<file path="src/rtl/csb_pkg.sv">
// Shared encodings, constants and carrier types of the stack, rotate and branch slice.
package csb_pkg;

    // Opcodes handled by this slice.
    localparam logic [7:0] OPC_OR_DIR_A = 8'h42;
    localparam logic [7:0] OPC_OR_DIR_IMM = 8'h43;
    localparam logic [7:0] OPC_OR_C_BIT = 8'h72;
    localparam logic [7:0] OPC_OR_C_NBIT = 8'hA0;
    localparam logic [7:0] OPC_STACK_PULL = 8'hD0;
    localparam logic [7:0] OPC_STACK_PLACE = 8'hC0;
    localparam logic [7:0] OPC_SUBROUTINE_EXIT = 8'h22;
    localparam logic [7:0] OPC_INTERRUPT_EXIT = 8'h32;
    localparam logic [7:0] OPC_ROTATE_LEFT = 8'h23;
    localparam logic [7:0] OPC_ROTATE_LEFT_C = 8'h33;
    localparam logic [7:0] OPC_ROTATE_RIGHT = 8'h03;
    localparam logic [7:0] OPC_ROTATE_RIGHT_C = 8'h13;
    localparam logic [7:0] OPC_FORCE_CARRY = 8'hD3;
    localparam logic [7:0] OPC_FORCE_BIT = 8'hD2;
    localparam logic [7:0] OPC_SHORT_BRANCH = 8'h80;

    // Direct address of the stack pointer and base of the bit-addressable RAM.
    localparam logic [7:0] SP_DIRECT_ADDR = 8'h81;
    localparam logic [7:0] BIT_AREA_BASE = 8'h20;

    // Step sizes.
    localparam logic [7:0] SP_STEP = 8'h01;
    localparam logic [15:0] BRANCH_STEP = 16'h0002;

    typedef enum logic [3:0] {
        OP_OR_DIR_A,
        OP_OR_DIR_IMM,
        OP_OR_C_BIT,
        OP_OR_C_NBIT,
        OP_STACK_PULL,
        OP_STACK_PLACE,
        OP_SUBROUTINE_EXIT,
        OP_INTERRUPT_EXIT,
        OP_ROTATE_LEFT,
        OP_ROTATE_LEFT_C,
        OP_ROTATE_RIGHT,
        OP_ROTATE_RIGHT_C,
        OP_FORCE_CARRY,
        OP_FORCE_BIT,
        OP_SHORT_BRANCH,
        OP_NONE
    } csb_op_t;

    typedef enum logic [2:0] {
        ST_IDLE,
        ST_EXEC,
        ST_READ,
        ST_WAIT,
        ST_READ_LO,
        ST_WAIT_LO,
        ST_WRITE,
        ST_DONE
    } csb_state_t;

    typedef struct packed {
        logic rd;
        logic wr;
        logic indirect;
        logic latch;
        logic [7:0] addr;
        logic [7:0] wdata;
    } csb_mem_req_t;

    typedef struct packed {
        logic acc_wr;
        logic [7:0] acc;
        logic cy_wr;
        logic cy;
        logic sp_wr;
        logic [7:0] sp;
        logic pc_wr;
        logic [15:0] pc;
    } csb_core_upd_t;

endpackage

</file>
<file path="src/rtl/csb_alu.sv">
// Combinational data path for the OR, rotate and bit-force operations.
module csb_alu (
    // Operation and operands
    input wire csb_pkg::csb_op_t op,
    input wire logic [7:0] acc,
    input wire logic cy,
    input wire logic [7:0] byte_in,
    input wire logic [7:0] imm,
    input wire logic [7:0] bit_addr,
    // Results
    output logic [7:0] res_byte,
    output logic [7:0] res_acc,
    output logic res_cy,
    output logic [7:0] bit_byte_addr
);
    import csb_pkg::*;

    logic [2:0] bit_pos;
    logic bit_val;
    logic [7:0] bit_mask;

    assign bit_pos = bit_addr[2:0];
    assign bit_val = byte_in[bit_pos];
    assign bit_mask = 8'h01 << bit_pos;
    // Bit addresses below the top half live in the bit-addressable RAM bytes.
    assign bit_byte_addr = bit_addr[7] ? {bit_addr[7:3], 3'h0}
                                       : BIT_AREA_BASE + {4'h0, bit_addr[6:3]};

    assign res_byte = (op == OP_FORCE_BIT) ? (byte_in | bit_mask) :
                      (op == OP_OR_DIR_IMM) ? (byte_in | imm) :
                      (byte_in | acc);

    assign res_acc = (op == OP_ROTATE_LEFT) ? {acc[6:0], acc[7]} :
                     (op == OP_ROTATE_LEFT_C) ? {acc[6:0], cy} :
                     (op == OP_ROTATE_RIGHT) ? {acc[0], acc[7:1]} :
                     (op == OP_ROTATE_RIGHT_C) ? {cy, acc[7:1]} :
                     acc;

    assign res_cy = (op == OP_ROTATE_LEFT_C) ? acc[7] :
                    (op == OP_ROTATE_RIGHT_C) ? acc[0] :
                    (op == OP_OR_C_BIT) ? (cy | bit_val) :
                    (op == OP_OR_C_NBIT) ? (cy | ~bit_val) :
                    (op == OP_FORCE_CARRY) ? 1'b1 :
                    cy;

endmodule

</file>
<file path="src/rtl/csb_exec.sv">
// Execution sequencer for the OR, stack, exit, rotate, bit-force and short branch instructions.
// What this block does
// - OR accumulator into direct byte, write back.
// - OR immediate constant into direct byte.
// - Carry set when addressed bit is one.
// - Complemented form uses inverted bit, bit untouched.
// - Pull reads stack, decrements pointer, writes destination.
// - Pull into stack pointer: pulled value wins.
// - Place increments pointer, then stores direct byte.
// - Subroutine exit pops PC high, low; minus two.
// - Interrupt exit restores PC, releases priority level.
// - Interrupt exit touches only PC and pointer.
// - After interrupt exit, one instruction before vectoring.
// - Rotate left, bit 7 into bit 0.
// - Rotate left through carry.
// - Rotate right, bit 0 into bit 7.
// - Rotate right through carry.
// - Force carry or addressed bit to one.
// - Branch to PC plus two plus signed displacement.
// - OR on port reads output latch, not pins.
module csb_exec (
    // Clock, reset and enable
    input wire logic clk,
    input wire logic rst,
    input wire logic ce,
    // Instruction from fetch
    input wire logic instr_valid,
    input wire logic [7:0] instr_opcode,
    input wire logic [7:0] instr_arg1,
    input wire logic [7:0] instr_arg2,
    input wire logic [15:0] instr_pc,
    output logic instr_ready,
    // Core state in and updates out
    input wire logic [7:0] acc_in,
    input wire logic carry_in,
    input wire logic [7:0] sp_in,
    output csb_pkg::csb_core_upd_t upd,
    output logic done,
    output logic illegal,
    // Internal RAM and special register access
    output csb_pkg::csb_mem_req_t mem_req,
    input wire logic [7:0] mem_rdata,
    // Interrupt logic
    input wire logic irq_pending_le,
    input wire logic instr_retired,
    output logic irq_level_release,
    output logic irq_vector_hold
);
    import csb_pkg::*;

    csb_state_t state;
    csb_state_t next_state;
    csb_op_t op;
    csb_op_t next_op;
    csb_op_t dec_op;
    logic [7:0] arg1;
    logic [7:0] next_arg1;
    logic [7:0] arg2;
    logic [7:0] next_arg2;
    logic [15:0] pc_base;
    logic [15:0] next_pc_base;
    logic [7:0] sp;
    logic [7:0] next_sp;
    logic [7:0] acc;
    logic [7:0] next_acc;
    logic cy;
    logic next_cy;
    logic [7:0] data;
    logic [7:0] next_data;
    logic [7:0] pc_hi;
    logic [7:0] next_pc_hi;
    csb_core_upd_t next_upd;
    logic next_illegal;
    logic next_release;
    logic next_hold;
    logic [7:0] alu_byte;
    logic [7:0] alu_acc;
    logic alu_cy;
    logic [7:0] alu_bit_addr;
    logic [15:0] branch_target;
    logic stack_side;
    logic bit_side;
    logic rmw_side;
    logic interrupt_exit_done;

    assign dec_op = (instr_opcode == OPC_OR_DIR_A) ? OP_OR_DIR_A :
                    (instr_opcode == OPC_OR_DIR_IMM) ? OP_OR_DIR_IMM :
                    (instr_opcode == OPC_OR_C_BIT) ? OP_OR_C_BIT :
                    (instr_opcode == OPC_OR_C_NBIT) ? OP_OR_C_NBIT :
                    (instr_opcode == OPC_STACK_PULL) ? OP_STACK_PULL :
                    (instr_opcode == OPC_STACK_PLACE) ? OP_STACK_PLACE :
                    (instr_opcode == OPC_SUBROUTINE_EXIT) ? OP_SUBROUTINE_EXIT :
                    (instr_opcode == OPC_INTERRUPT_EXIT) ? OP_INTERRUPT_EXIT :
                    (instr_opcode == OPC_ROTATE_LEFT) ? OP_ROTATE_LEFT :
                    (instr_opcode == OPC_ROTATE_LEFT_C) ? OP_ROTATE_LEFT_C :
                    (instr_opcode == OPC_ROTATE_RIGHT) ? OP_ROTATE_RIGHT :
                    (instr_opcode == OPC_ROTATE_RIGHT_C) ? OP_ROTATE_RIGHT_C :
                    (instr_opcode == OPC_FORCE_CARRY) ? OP_FORCE_CARRY :
                    (instr_opcode == OPC_FORCE_BIT) ? OP_FORCE_BIT :
                    (instr_opcode == OPC_SHORT_BRANCH) ? OP_SHORT_BRANCH :
                    OP_NONE;

    csb_alu u_alu (
        .op(op),
        .acc(acc),
        .cy(cy),
        .byte_in(mem_rdata),
        .imm(arg2),
        .bit_addr(arg1),
        .res_byte(alu_byte),
        .res_acc(alu_acc),
        .res_cy(alu_cy),
        .bit_byte_addr(alu_bit_addr)
    );

    assign branch_target = pc_base + BRANCH_STEP + {{8{arg2[7]}}, arg2};

    // Memory address selection.
    assign stack_side = (state == ST_WRITE) ? (op == OP_STACK_PLACE)
                        : (op == OP_STACK_PULL || op == OP_SUBROUTINE_EXIT
                           || op == OP_INTERRUPT_EXIT);
    assign bit_side = (op == OP_OR_C_BIT) || (op == OP_OR_C_NBIT) || (op == OP_FORCE_BIT);
    assign rmw_side = (op == OP_OR_DIR_A) || (op == OP_OR_DIR_IMM) || (op == OP_FORCE_BIT);
    assign mem_req.rd = (state == ST_READ) || (state == ST_READ_LO);
    assign mem_req.wr = (state == ST_WRITE);
    assign mem_req.indirect = stack_side;
    // A read-modify-write must see the port latch, or input pins would leak into it.
    assign mem_req.latch = mem_req.rd && rmw_side;
    assign mem_req.addr = stack_side ? sp : (bit_side ? alu_bit_addr : arg1);
    assign mem_req.wdata = data;

    assign instr_ready = (state == ST_IDLE);
    assign done = (state == ST_DONE);
    assign interrupt_exit_done = done && (op == OP_INTERRUPT_EXIT);

    always_comb begin
        next_state = state;
        next_op = op;
        next_arg1 = arg1;
        next_arg2 = arg2;
        next_pc_base = pc_base;
        next_sp = sp;
        next_acc = acc;
        next_cy = cy;
        next_data = data;
        next_pc_hi = pc_hi;
        next_upd = upd;
        next_illegal = illegal;
        next_release = irq_level_release;
        case (state)
            ST_IDLE: begin
                if (instr_valid) begin
                    next_op = dec_op;
                    next_arg1 = instr_arg1;
                    next_arg2 = instr_arg2;
                    next_pc_base = instr_pc;
                    next_sp = sp_in;
                    next_acc = acc_in;
                    next_cy = carry_in;
                    next_state = ST_EXEC;
                end
            end
            ST_EXEC: begin
                next_state = ST_READ;
                case (op)
                    OP_ROTATE_LEFT, OP_ROTATE_RIGHT: begin
                        next_upd.acc_wr = 1'b1;
                        next_upd.acc = alu_acc;
                        next_state = ST_DONE;
                    end
                    OP_ROTATE_LEFT_C, OP_ROTATE_RIGHT_C: begin
                        next_upd.acc_wr = 1'b1;
                        next_upd.acc = alu_acc;
                        next_upd.cy_wr = 1'b1;
                        next_upd.cy = alu_cy;
                        next_state = ST_DONE;
                    end
                    OP_FORCE_CARRY: begin
                        next_upd.cy_wr = 1'b1;
                        next_upd.cy = alu_cy;
                        next_state = ST_DONE;
                    end
                    OP_SHORT_BRANCH: begin
                        next_upd.pc_wr = 1'b1;
                        next_upd.pc = branch_target;
                        next_state = ST_DONE;
                    end
                    OP_STACK_PLACE: begin
                        next_sp = sp + SP_STEP;
                    end
                    OP_NONE: begin
                        next_illegal = 1'b1;
                        next_state = ST_DONE;
                    end
                    default: begin
                    end
                endcase
            end
            ST_READ: begin
                next_state = ST_WAIT;
            end
            ST_WAIT: begin
                case (op)
                    OP_OR_C_BIT, OP_OR_C_NBIT: begin
                        next_upd.cy_wr = 1'b1;
                        next_upd.cy = alu_cy;
                        next_state = ST_DONE;
                    end
                    OP_STACK_PULL: begin
                        next_sp = sp - SP_STEP;
                        if (arg1 == SP_DIRECT_ADDR) begin
                            next_upd.sp_wr = 1'b1;
                            next_upd.sp = mem_rdata;
                            next_state = ST_DONE;
                        end else begin
                            next_data = mem_rdata;
                            next_state = ST_WRITE;
                        end
                    end
                    OP_STACK_PLACE: begin
                        next_data = mem_rdata;
                        next_state = ST_WRITE;
                    end
                    OP_SUBROUTINE_EXIT, OP_INTERRUPT_EXIT: begin
                        next_pc_hi = mem_rdata;
                        next_sp = sp - SP_STEP;
                        next_state = ST_READ_LO;
                    end
                    default: begin
                        next_data = alu_byte;
                        next_state = ST_WRITE;
                    end
                endcase
            end
            ST_READ_LO: begin
                next_state = ST_WAIT_LO;
            end
            ST_WAIT_LO: begin
                // Only the program counter and the pointer change here.
                next_upd.pc_wr = 1'b1;
                next_upd.pc = {pc_hi, mem_rdata};
                next_upd.sp_wr = 1'b1;
                next_upd.sp = sp - SP_STEP;
                next_release = (op == OP_INTERRUPT_EXIT);
                next_state = ST_DONE;
            end
            ST_WRITE: begin
                if (op == OP_STACK_PULL || op == OP_STACK_PLACE) begin
                    next_upd.sp_wr = 1'b1;
                    next_upd.sp = sp;
                end
                next_state = ST_DONE;
            end
            ST_DONE: begin
                next_upd = '0;
                next_illegal = 1'b0;
                next_release = 1'b0;
                next_state = ST_IDLE;
            end
            default: begin
                next_state = ST_IDLE;
            end
        endcase
    end

    // The hold is set by the exit itself and dropped when any later instruction retires.
    assign next_hold = (state == ST_WAIT_LO && op == OP_INTERRUPT_EXIT && irq_pending_le)
                       ? 1'b1
                       : (((instr_retired || done) && !interrupt_exit_done) ? 1'b0 : irq_vector_hold);

    always_ff @(posedge clk) begin
        if (rst) begin
            state <= ST_IDLE;
            op <= OP_NONE;
            upd <= '0;
            illegal <= 1'b0;
            irq_level_release <= 1'b0;
            irq_vector_hold <= 1'b0;
        end else if (ce) begin
            state <= next_state;
            op <= next_op;
            upd <= next_upd;
            illegal <= next_illegal;
            irq_level_release <= next_release;
            irq_vector_hold <= next_hold;
        end
    end

    always_ff @(posedge clk) begin
        if (rst) begin
            arg1 <= 8'h00;
            arg2 <= 8'h00;
            pc_base <= 16'h0000;
            sp <= 8'h00;
            acc <= 8'h00;
            cy <= 1'b0;
            data <= 8'h00;
            pc_hi <= 8'h00;
        end else if (ce) begin
            arg1 <= next_arg1;
            arg2 <= next_arg2;
            pc_base <= next_pc_base;
            sp <= next_sp;
            acc <= next_acc;
            cy <= next_cy;
            data <= next_data;
            pc_hi <= next_pc_hi;
        end
    end

    // Helper state seen only by the checks below.
    logic [7:0] chk_sp_start;
    logic [7:0] chk_rdata;
    always_ff @(posedge clk) begin
        if (rst) begin
            chk_sp_start <= 8'h00;
            chk_rdata <= 8'h00;
        end else if (ce) begin
            if (state == ST_IDLE && instr_valid) begin
                chk_sp_start <= sp_in;
            end
            if (state == ST_WAIT) begin
                chk_rdata <= mem_rdata;
            end
        end
    end
endmodule

</file>
<file path="config.mk">
export PLATFORM = sky130hd
export DESIGN_NAME = csb_exec
export DESIGN_NICKNAME = d
export VERILOG_FILES = /design/src/rtl/csb_pkg.sv /design/src/rtl/csb_alu.sv /design/src/rtl/csb_exec.sv
export SDC_FILE = /design/constraint.sdc
export NUM_CORES = 1
export LEC_CHECK = 0
export BUFFER_PORTS_ARGS = -buffer_cell sky130_fd_sc_hd__clkbuf_2
export CORE_MARGIN = 10
export CORE_UTILIZATION = 51
export DETAILED_ROUTE_END_ITERATION = 8
export PLACE_DENSITY_LB_ADDON = 0.1
export SETUP_SLACK_MARGIN = 0.05
export SYNTH_ARGS = -nofsm -noshare
export SYNTH_HDL_FRONTEND = slang
export SYNTH_HIERARCHICAL = 1
export SYNTH_SLANG_ARGS = --single-unit
</file>
<file path="constraint.sdc">
create_clock -name clk -period 2.8 [get_ports clk]
set_clock_uncertainty 0.15 [all_clocks]
set_input_delay 0.14 -clock clk [delete_from_list [all_inputs] [get_ports clk]]
set_output_delay 0.14 -clock clk [all_outputs]
set_load 0.02 [all_outputs]
</file>
==> flow_summary.rst, run 1 <==
.. list-table::
   :header-rows: 1

   * - Metric
     - Value
   * - Run status
     - finished, final reports clean
   * - Clock period minus worst slack
     - 2720 ps
   * - Number of input and output port buffers inserted
     - around 130
   * - Main synth FF type
     - dfxtp_1
   * - Met1 wire length
     - 9600 um
   * - Area of the core
     - ~13,000 um^2
   * - Max-slew violation count
     - 0
   * - First-pass GRT wire length
     - 35,200 um
   * - CTS clk-pin slew, worst paths
     - ~80 ps
   * - Detailed-routed wire length on met3
     - about 1800 um
   * - Die X-Extent
     - approximately 140 um
   * - Count of clock tree sinks
     - 112
   * - Critical Path Slowest Stage Cell
     - fa_2
   * - Worst hold slack
     - about 13 ps
   * - Final hold violation count
     - 0
   * - Data arrival time of the critical path
     - roughly 2900 ps
   * - Met2 Routed Length
     - between 9000 and 10,000 um
   * - Worst supply voltage drop on vdd
     - roughly 0.38 mV
   * - Gr usage total
     - 0.231
   * - DIE HEIGHT
     - between 100 and 150 um
   * - Longest Clk Path Bufs
     - 2
   * - Share of post-route cells with drive strength above 1
     - 0.211
   * - Cell Chain, Critical Path
     - inv_2 > ha_4 > inv_2 > ha_4 > inv_2 > fa_2 > and2b_1 > o2111ai_2 > a32oi_1 > buf_4 > buf_6 > xor2_1 > a221oi_1 > nor3_1
   * - Net count, final
     - between 1,000 and 1,500
   * - Net Count, Synth
     - 987
   * - Netlist cell types
     - 75
   * - Skew-Pair Late Insertion Delay
     - between 300 and 400 ps
   * - Grt total ovfl
     - 0
   * - DRT iter0 DRCs
     - around 660
   * - CTS root buffer
     - clkbuf_16
   * - Post-synth EDFFs
     - 0
   * - Placement-stage worst setup slack
     - ~30 ps
   * - DRC
     - 0
   * - Post-synthesis instance total
     - between 800 and 900
   * - Ratio of final minimum period to clock period
     - 0.972
   * - YS warnings
     - 6
   * - Biggest fanout along the worst timing path
     - 4
   * - Final-report setup violation count
     - 0
   * - Synth Area per Inst
     - 7.89 um^2
   * - Highest routing layer actually used
     - met4
   * - Critical path required time
     - roughly 2900 ps
   * - Total via count after detailed routing
     - between 7,000 and 8,000
   * - Antenna Diode Count
     - 0
   * - Maximum single-stage delay on the critical path
     - 370 ps
   * - Start-to-end type of the worst setup path
     - reg -> reg
   * - Top area cells in the synthesized netlist
     - dfxtp_1, nand2_1, mux2i_1, a21oi_1, ha_1
   * - Slew @ Worst Pin
     - a little over 800 ps
   * - Detailed-router iteration count before antenna repair
     - 5
   * - Worst-case setup margin in the final layout
     - around 80 ps
   * - Buf/Inv on CP
     - 5
   * - Share of flip-flops with an asynchronous set or reset after synthesis
     - 0
   * - RSZ-0062 raised after global routing
     - yes
   * - Antenna violations before repair
     - 0
   * - Aggregate routed wire length
     - 21,600 um
   * - Initial core utilization
     - 0.524
   * - TritonCTS clock tree
     - done
   * - Most frequent CP cell
     - inv_2
   * - Number of H-tree levels
     - 3
   * - I/O pin cnt
     - about 130
   * - Crit-path leading delay family
     - adder cells
   * - Number of vias per cell after detailed routing
     - 5.74
   * - Dominant cell type by area after synthesis
     - dfxtp_1
   * - Row cnt
     - 42
   * - Total standard cell area after synthesis
     - approximately 7000 um^2
   * - Maximum number of pins on one net before global-route repair
     - a little under 70
   * - Share of the synthesized area in the top cell type
     - 0.322
   * - Number of buffers created by CTS
     - 9
   * - Max Cap Violations
     - 0
   * - Cell Pwr Density
     - ~460 nW/um^2
   * - Leading post-synthesis cells by instance count
     - nand2_1, dfxtp_1, nor2_1
   * - Achievable Freq
     - around 370 MHz
   * - Antenna Nets Post-Route
     - 0
   * - Area of the die
     - about 19,000 um^2
   * - Detail Placement HPWL
     - roughly 16,000 um
   * - Kind of end point of the critical path
     - flop
   * - Share of the yosys chip area belonging to registers
     - 0.322
   * - Sort of element at the start of the critical path
     - flop
   * - Post-synthesis register bit count
     - 112
   * - Dominant cell by count in the synthesized netlist
     - nand2_1
   * - Vias in the first global route
     - a little under 7,000
   * - Total negative setup slack
     - 0 ps
   * - Kind of path behind the tightest hold check
     - in -> reg
   * - RePlAce Congestion
     - 0.918
   * - Layout Area Growth over Synthesis
     - 26.0%
   * - Post-DR wirelength/cell
     - between 15 and 20 um
   * - Relative slew slack
     - 0.449
   * - Leakage power of the design
     - 0.00374 uW
[repair_timing]
item | 4_1_cts | 5_1_grt
setup buffers | 2 | 1
hold buffers | 55 | 0
pin swaps | 7 | 9
setup endpoints to repair | 2 | 9
endpoints found under the hold margin | 54 | 0
gates resized for setup | 3 | 14
[metrics by stage]
stage          cell area (um^2)  power [uW]  instances   util
6_report                   8780        4030       1238  0.661
5_1_grt                    8780        4210       1238  0.661
4_1_cts                    8720        4040       1237  0.656
3_5_place_dp               7830        2570       1164  0.589
3_3_place_gp               7830        2570       1164  0.589
2_1_floorplan              6970        2310        884      -
[layer usage]
| metal | vias to the layer above | track usage |
|---|---|---|
| met4 | 0 | 0.0463 |
| met1 | 3293 | 0.306 |
| met5 | - | 0 |
| li1 | 3518 | - |
| met2 | 273 | 0.370 |
| met3 | 24 | 0.0598 |
[power by group]
part | leakage [uW] | switching [uW] | internal, uW
clock | 0.000155 | 617 | 791
combinational | 0.00268 | 516 | 370
sequential | 0.000909 | 84.2 | 1650
total | 0.00374 | 1220 | 2810
[sequential cells by signal, indices dropped and copies added, names as in the netlist]
signal             cells
illegal                1
op                     4
upd                   37
state                  3
pc_hi                  8
sp                     8
arg1                   8
irq_vector_hold        1
irq_level_release      1
arg2                   8
acc                    8
pc_base               16
cy                     1
data                   8
[final cells by class]
cell class	instances	area [um^2]
clock inverters	6	92.6
clock buffers	10	229
fillers	1189	4510
repair buffers	225	1500
well taps	176	220
multi-input cells	692	4430
flip-flops and latches	112	2250
inverters	17	63.8
[tightest hold or removal path, cell delays in order]
cell,delay [ps]
clkbuf_2,120
o311ai_0,110
a21oi_1,120
[final timing paths]
| path | startpoint | end | slack, ps | cells after the start |
|---|---|---|---|---|
| max | pc_base[1] | upd[9] | 80 | 14 |
| min | instr_valid | state[0] | 10 | 3 |
| max reg2reg | pc_base[1] | upd[9] | 80 | 14 |
| min reg2reg | pc_base[1] | pc_base[1] | 310 | 2 |
[cells in the final DEF (no fill, tap or decap), types with 13 or more instances in the layout]
cell / Yosys / layout
a21oi_1: 90 / 90
nand2_1: 140 / 140
nor2_1: 96 / 96
dfxtp_1: 112 / 108
ha_1: 31 / 29
xor2_1: 13 / 13
buf_4: 7 / 38
nand3_1: 18 / 18
mux2i_1: 47 / 47
nor3_1: 18 / 18
o21ai_0: 44 / 44
dlygate4sd3_1: 0 / 55
clkbuf_2: 0 / 131
nor2b_1: 16 / 16
[kinds of logic after synthesis]
group / synth area share
buffers and inverters: 0.0517
flip-flops: 0.322
AO/OA/AOI/OAI: 0.235
AND/OR/NAND/NOR: 0.230
adder cells (fa/ha/maj): 0.0585
XOR/XNOR: 0.0264
multiplexers: 0.0766
Power figures use the tool's default switching activity.
==> run 2: changes to the inputs <==
- GPL_TIMING_DRIVEN: default -> 0
==> flow_summary.rst, run 2 (synthesized netlist as in run 1, its figures left out) <==
.. list-table::
   :header-rows: 1

   * - Metric
     - Value
   * - Run status
     - finished, final reports clean
   * - Initial core utilization
     - 0.524
   * - Vias in the first global route
     - 6,740
   * - Detail Placement HPWL
     - between 15,000 and 20,000 um
   * - Worst flop-to-flop path endpoint
     - upd[13]
   * - Setup crit end
     - upd[13]
   * - Count of clock tree sinks
     - about 110
   * - Start-to-end type of the worst setup path
     - reg -> reg
   * - Cell Chain, Critical Path
     - inv_2 > ha_4 > inv_4 > ha_4 > inv_2 > fa_2 > and2b_2 > o2111ai_4 > a32oi_4 > a221o_1 > and4_1 > a311oi_1
   * - Antenna Nets Post-Route
     - 0
   * - Die X-Extent
     - roughly 140 um
   * - Maximum number of pins on one net before global-route repair
     - 18
   * - Ratio of final minimum period to clock period
     - 0.963
   * - Area of the die
     - between 15,000 and 20,000 um^2
   * - Total negative setup slack
     - 0 ps
   * - CTS clk-pin slew, worst paths
     - roughly 70 ps
   * - DRC
     - 0
   * - Placed Cells
     - approximately 1,200
   * - Row cnt
     - 42
   * - Largest registers ranked by flip-flop count
     - upd: 37 flops, pc_base: 16 flops
   * - Largest register FFs
     - 37
   * - DIE HEIGHT
     - roughly 140 um
   * - Final hold violation count
     - 0
   * - Total via count after detailed routing
     - 7,309
   * - Skew-Pair Late Insertion Delay
     - approximately 370 ps
   * - Sw Share
     - 0.302
   * - Critical path required time
     - just under 3000 ps
   * - Post-DR wirelength/cell
     - ~18 um
   * - RSZ-0062 raised after global routing
     - yes
   * - Post-layout instance count excluding filler cells
     - 1,259
   * - Number of vias per cell after detailed routing
     - 5.81
   * - Data arrival time of the critical path
     - roughly 2800 ps
   * - Worst hold slack
     - 19.0 ps
   * - First-pass GRT wire length
     - approximately 36,000 um
   * - Worst supply voltage drop on vdd
     - about 0.43 mV
   * - Net count, final
     - 1,181
   * - DRT iter0 DRCs
     - approximately 660
   * - Final-report setup violation count
     - 0
   * - Most common library cell in the layout ignoring fill and taps
     - nand2_1
   * - Longest Clk Path Bufs
     - 2
   * - Critical Path Slowest Stage Cell
     - a221o_1
   * - Cell Pwr Density
     - around 460 nW/um^2
   * - Length in cells of the worst reg-to-reg path
     - 12
   * - Number of H-tree levels
     - 3
   * - I/O pin cnt
     - roughly 130
   * - Worst hold path depth
     - 3
   * - Area of the core
     - 13,300 um^2
   * - TritonCTS clock tree
     - done
   * - Antenna Diode Count
     - 0
   * - Fraction of power consumed by combinational cells
     - 0.224
   * - Sort of element at the start of the critical path
     - flop
   * - Gr usage total
     - 0.240
   * - Kind of end point of the critical path
     - flop
   * - CTS root buffer
     - clkbuf_16
   * - Antenna violations before repair
     - 0
   * - Aggregate routed wire length
     - roughly 23,000 um
   * - Leakage power of the design
     - 0.00372 uW
   * - Biggest fanout along the worst timing path
     - 4
   * - Relative slew slack
     - 0.405
   * - Power Internal
     - between 2000 and 3000 uW
   * - Commonest cells after routing, fill and taps aside
     - nand2_1, clkbuf_2, dfxtp_1
   * - Share of post-route cells with drive strength above 1
     - 0.204
   * - Layout Area Growth over Synthesis
     - 26.9%
   * - Max-slew violation count
     - 0
   * - Detailed-router iteration count before antenna repair
     - 5
   * - Flop-to-flop setup slack
     - roughly 100 ps
   * - RePlAce Congestion
     - 0.914
   * - Switching power of the nets
     - 1230 uW
   * - Kind of path behind the tightest hold check
     - in -> reg
   * - Maximum single-stage delay on the critical path
     - 350 ps
   * - Grt total ovfl
     - 0
   * - Max Cap Violations
     - 0
   * - Reg-to-Reg Start
     - arg2[1]
   * - Clock period minus worst slack
     - about 2700 ps
   * - Register ranked first by flip-flop count
     - upd
   * - Part of the power in the clock network
     - 0.354
   * - Achievable Freq
     - around 370 MHz
   * - Sequential share of power
     - 0.421
   * - Number of buffers created by CTS
     - 9
   * - Number of input and output port buffers inserted
     - approximately 130
   * - Critical path origin
     - arg2[1]
   * - Slew @ Worst Pin
     - between 800 and 900 ps
run 2: how the worst min path moves through the flow:
stage | from | slack (ps) | to
global route | mem_rdata[5] | 9 | pc_hi[5]
CTS | mem_rdata[0] | 10 | pc_hi[0]
floorplan | instr_pc[1] | 130 | pc_base[1]
detailed placement | acc_in[4] | 220 | acc[4]
finish | instr_opcode[0] | 20 | op[2]
global placement | instr_arg2[3] | 210 | arg2[3]
run 2: repair_timing:
action                     4_1_cts  5_1_grt
gates resized for setup         16       18
buffers inserted                 2        2
setup endpoints to repair       14       18
hold endpoints to repair        51        0
cloned                           0        0
hold buffers                    53        0
pin swaps                        6       11
run 2: metal layers:
metal / track usage / up-vias / part of all wire
met5: 0 / - / 0
met3: 0.0733 / 38 / 0.098
met4: 0.0539 / 0 / 0.018
met2: 0.384 / 317 / 0.46
met1: 0.311 / 3392 / 0.43
li1: - / 3562 / -
run 2: final cells by class:
class	count	area, um^2
flip-flops and latches	112	2250
clock buffers	12	256
repair buffers	184	1200
well taps	176	220
multi-input cells	692	4490
fillers	1137	4450
clock inverters	4	73.8
inverters	17	66.3
plain buffers	62	298
run 2: critical path, delay by kind of cell (launching register included):
kind / cells / cell delay, ps
buffers and inverters: 3 / 120
flip-flops: 1 / 340
AO/OA/AOI/OAI: 4 / 950
adder cells (fa/ha/maj): 3 / 610
AND/OR/NAND/NOR: 2 / 440
run 2: metrics by stage:
| step | total power [uW] | worst slack, ps | utilization | area (um^2) |
|---|---|---|---|---|
| after global routing | 4260 | 4.37 | 0.666 | 8850 |
| final | 4090 | 103 | 0.666 | 8850 |
| after CTS | 4060 | 48.8 | 0.659 | 8770 |
| after detailed placement | 2570 | -263 | 0.589 | 7830 |
| after global placement | 2570 | -239 | 0.589 | 7830 |
| after floorplan | 2310 | 168 | - | 6970 |
run 2: power by group through the flow:
| stage | combinational (uW) | clock (uW) | sequential, uW |
|---|---|---|---|
| detailed placement | 817 | 0 | 1760 |
| floorplan | 564 | 0 | 1740 |
| finish | 917 | 1450 | 1720 |
| global route | 1000 | 1530 | 1730 |
| global placement | 816 | 0 | 1760 |
| CTS | 885 | 1460 | 1720 |
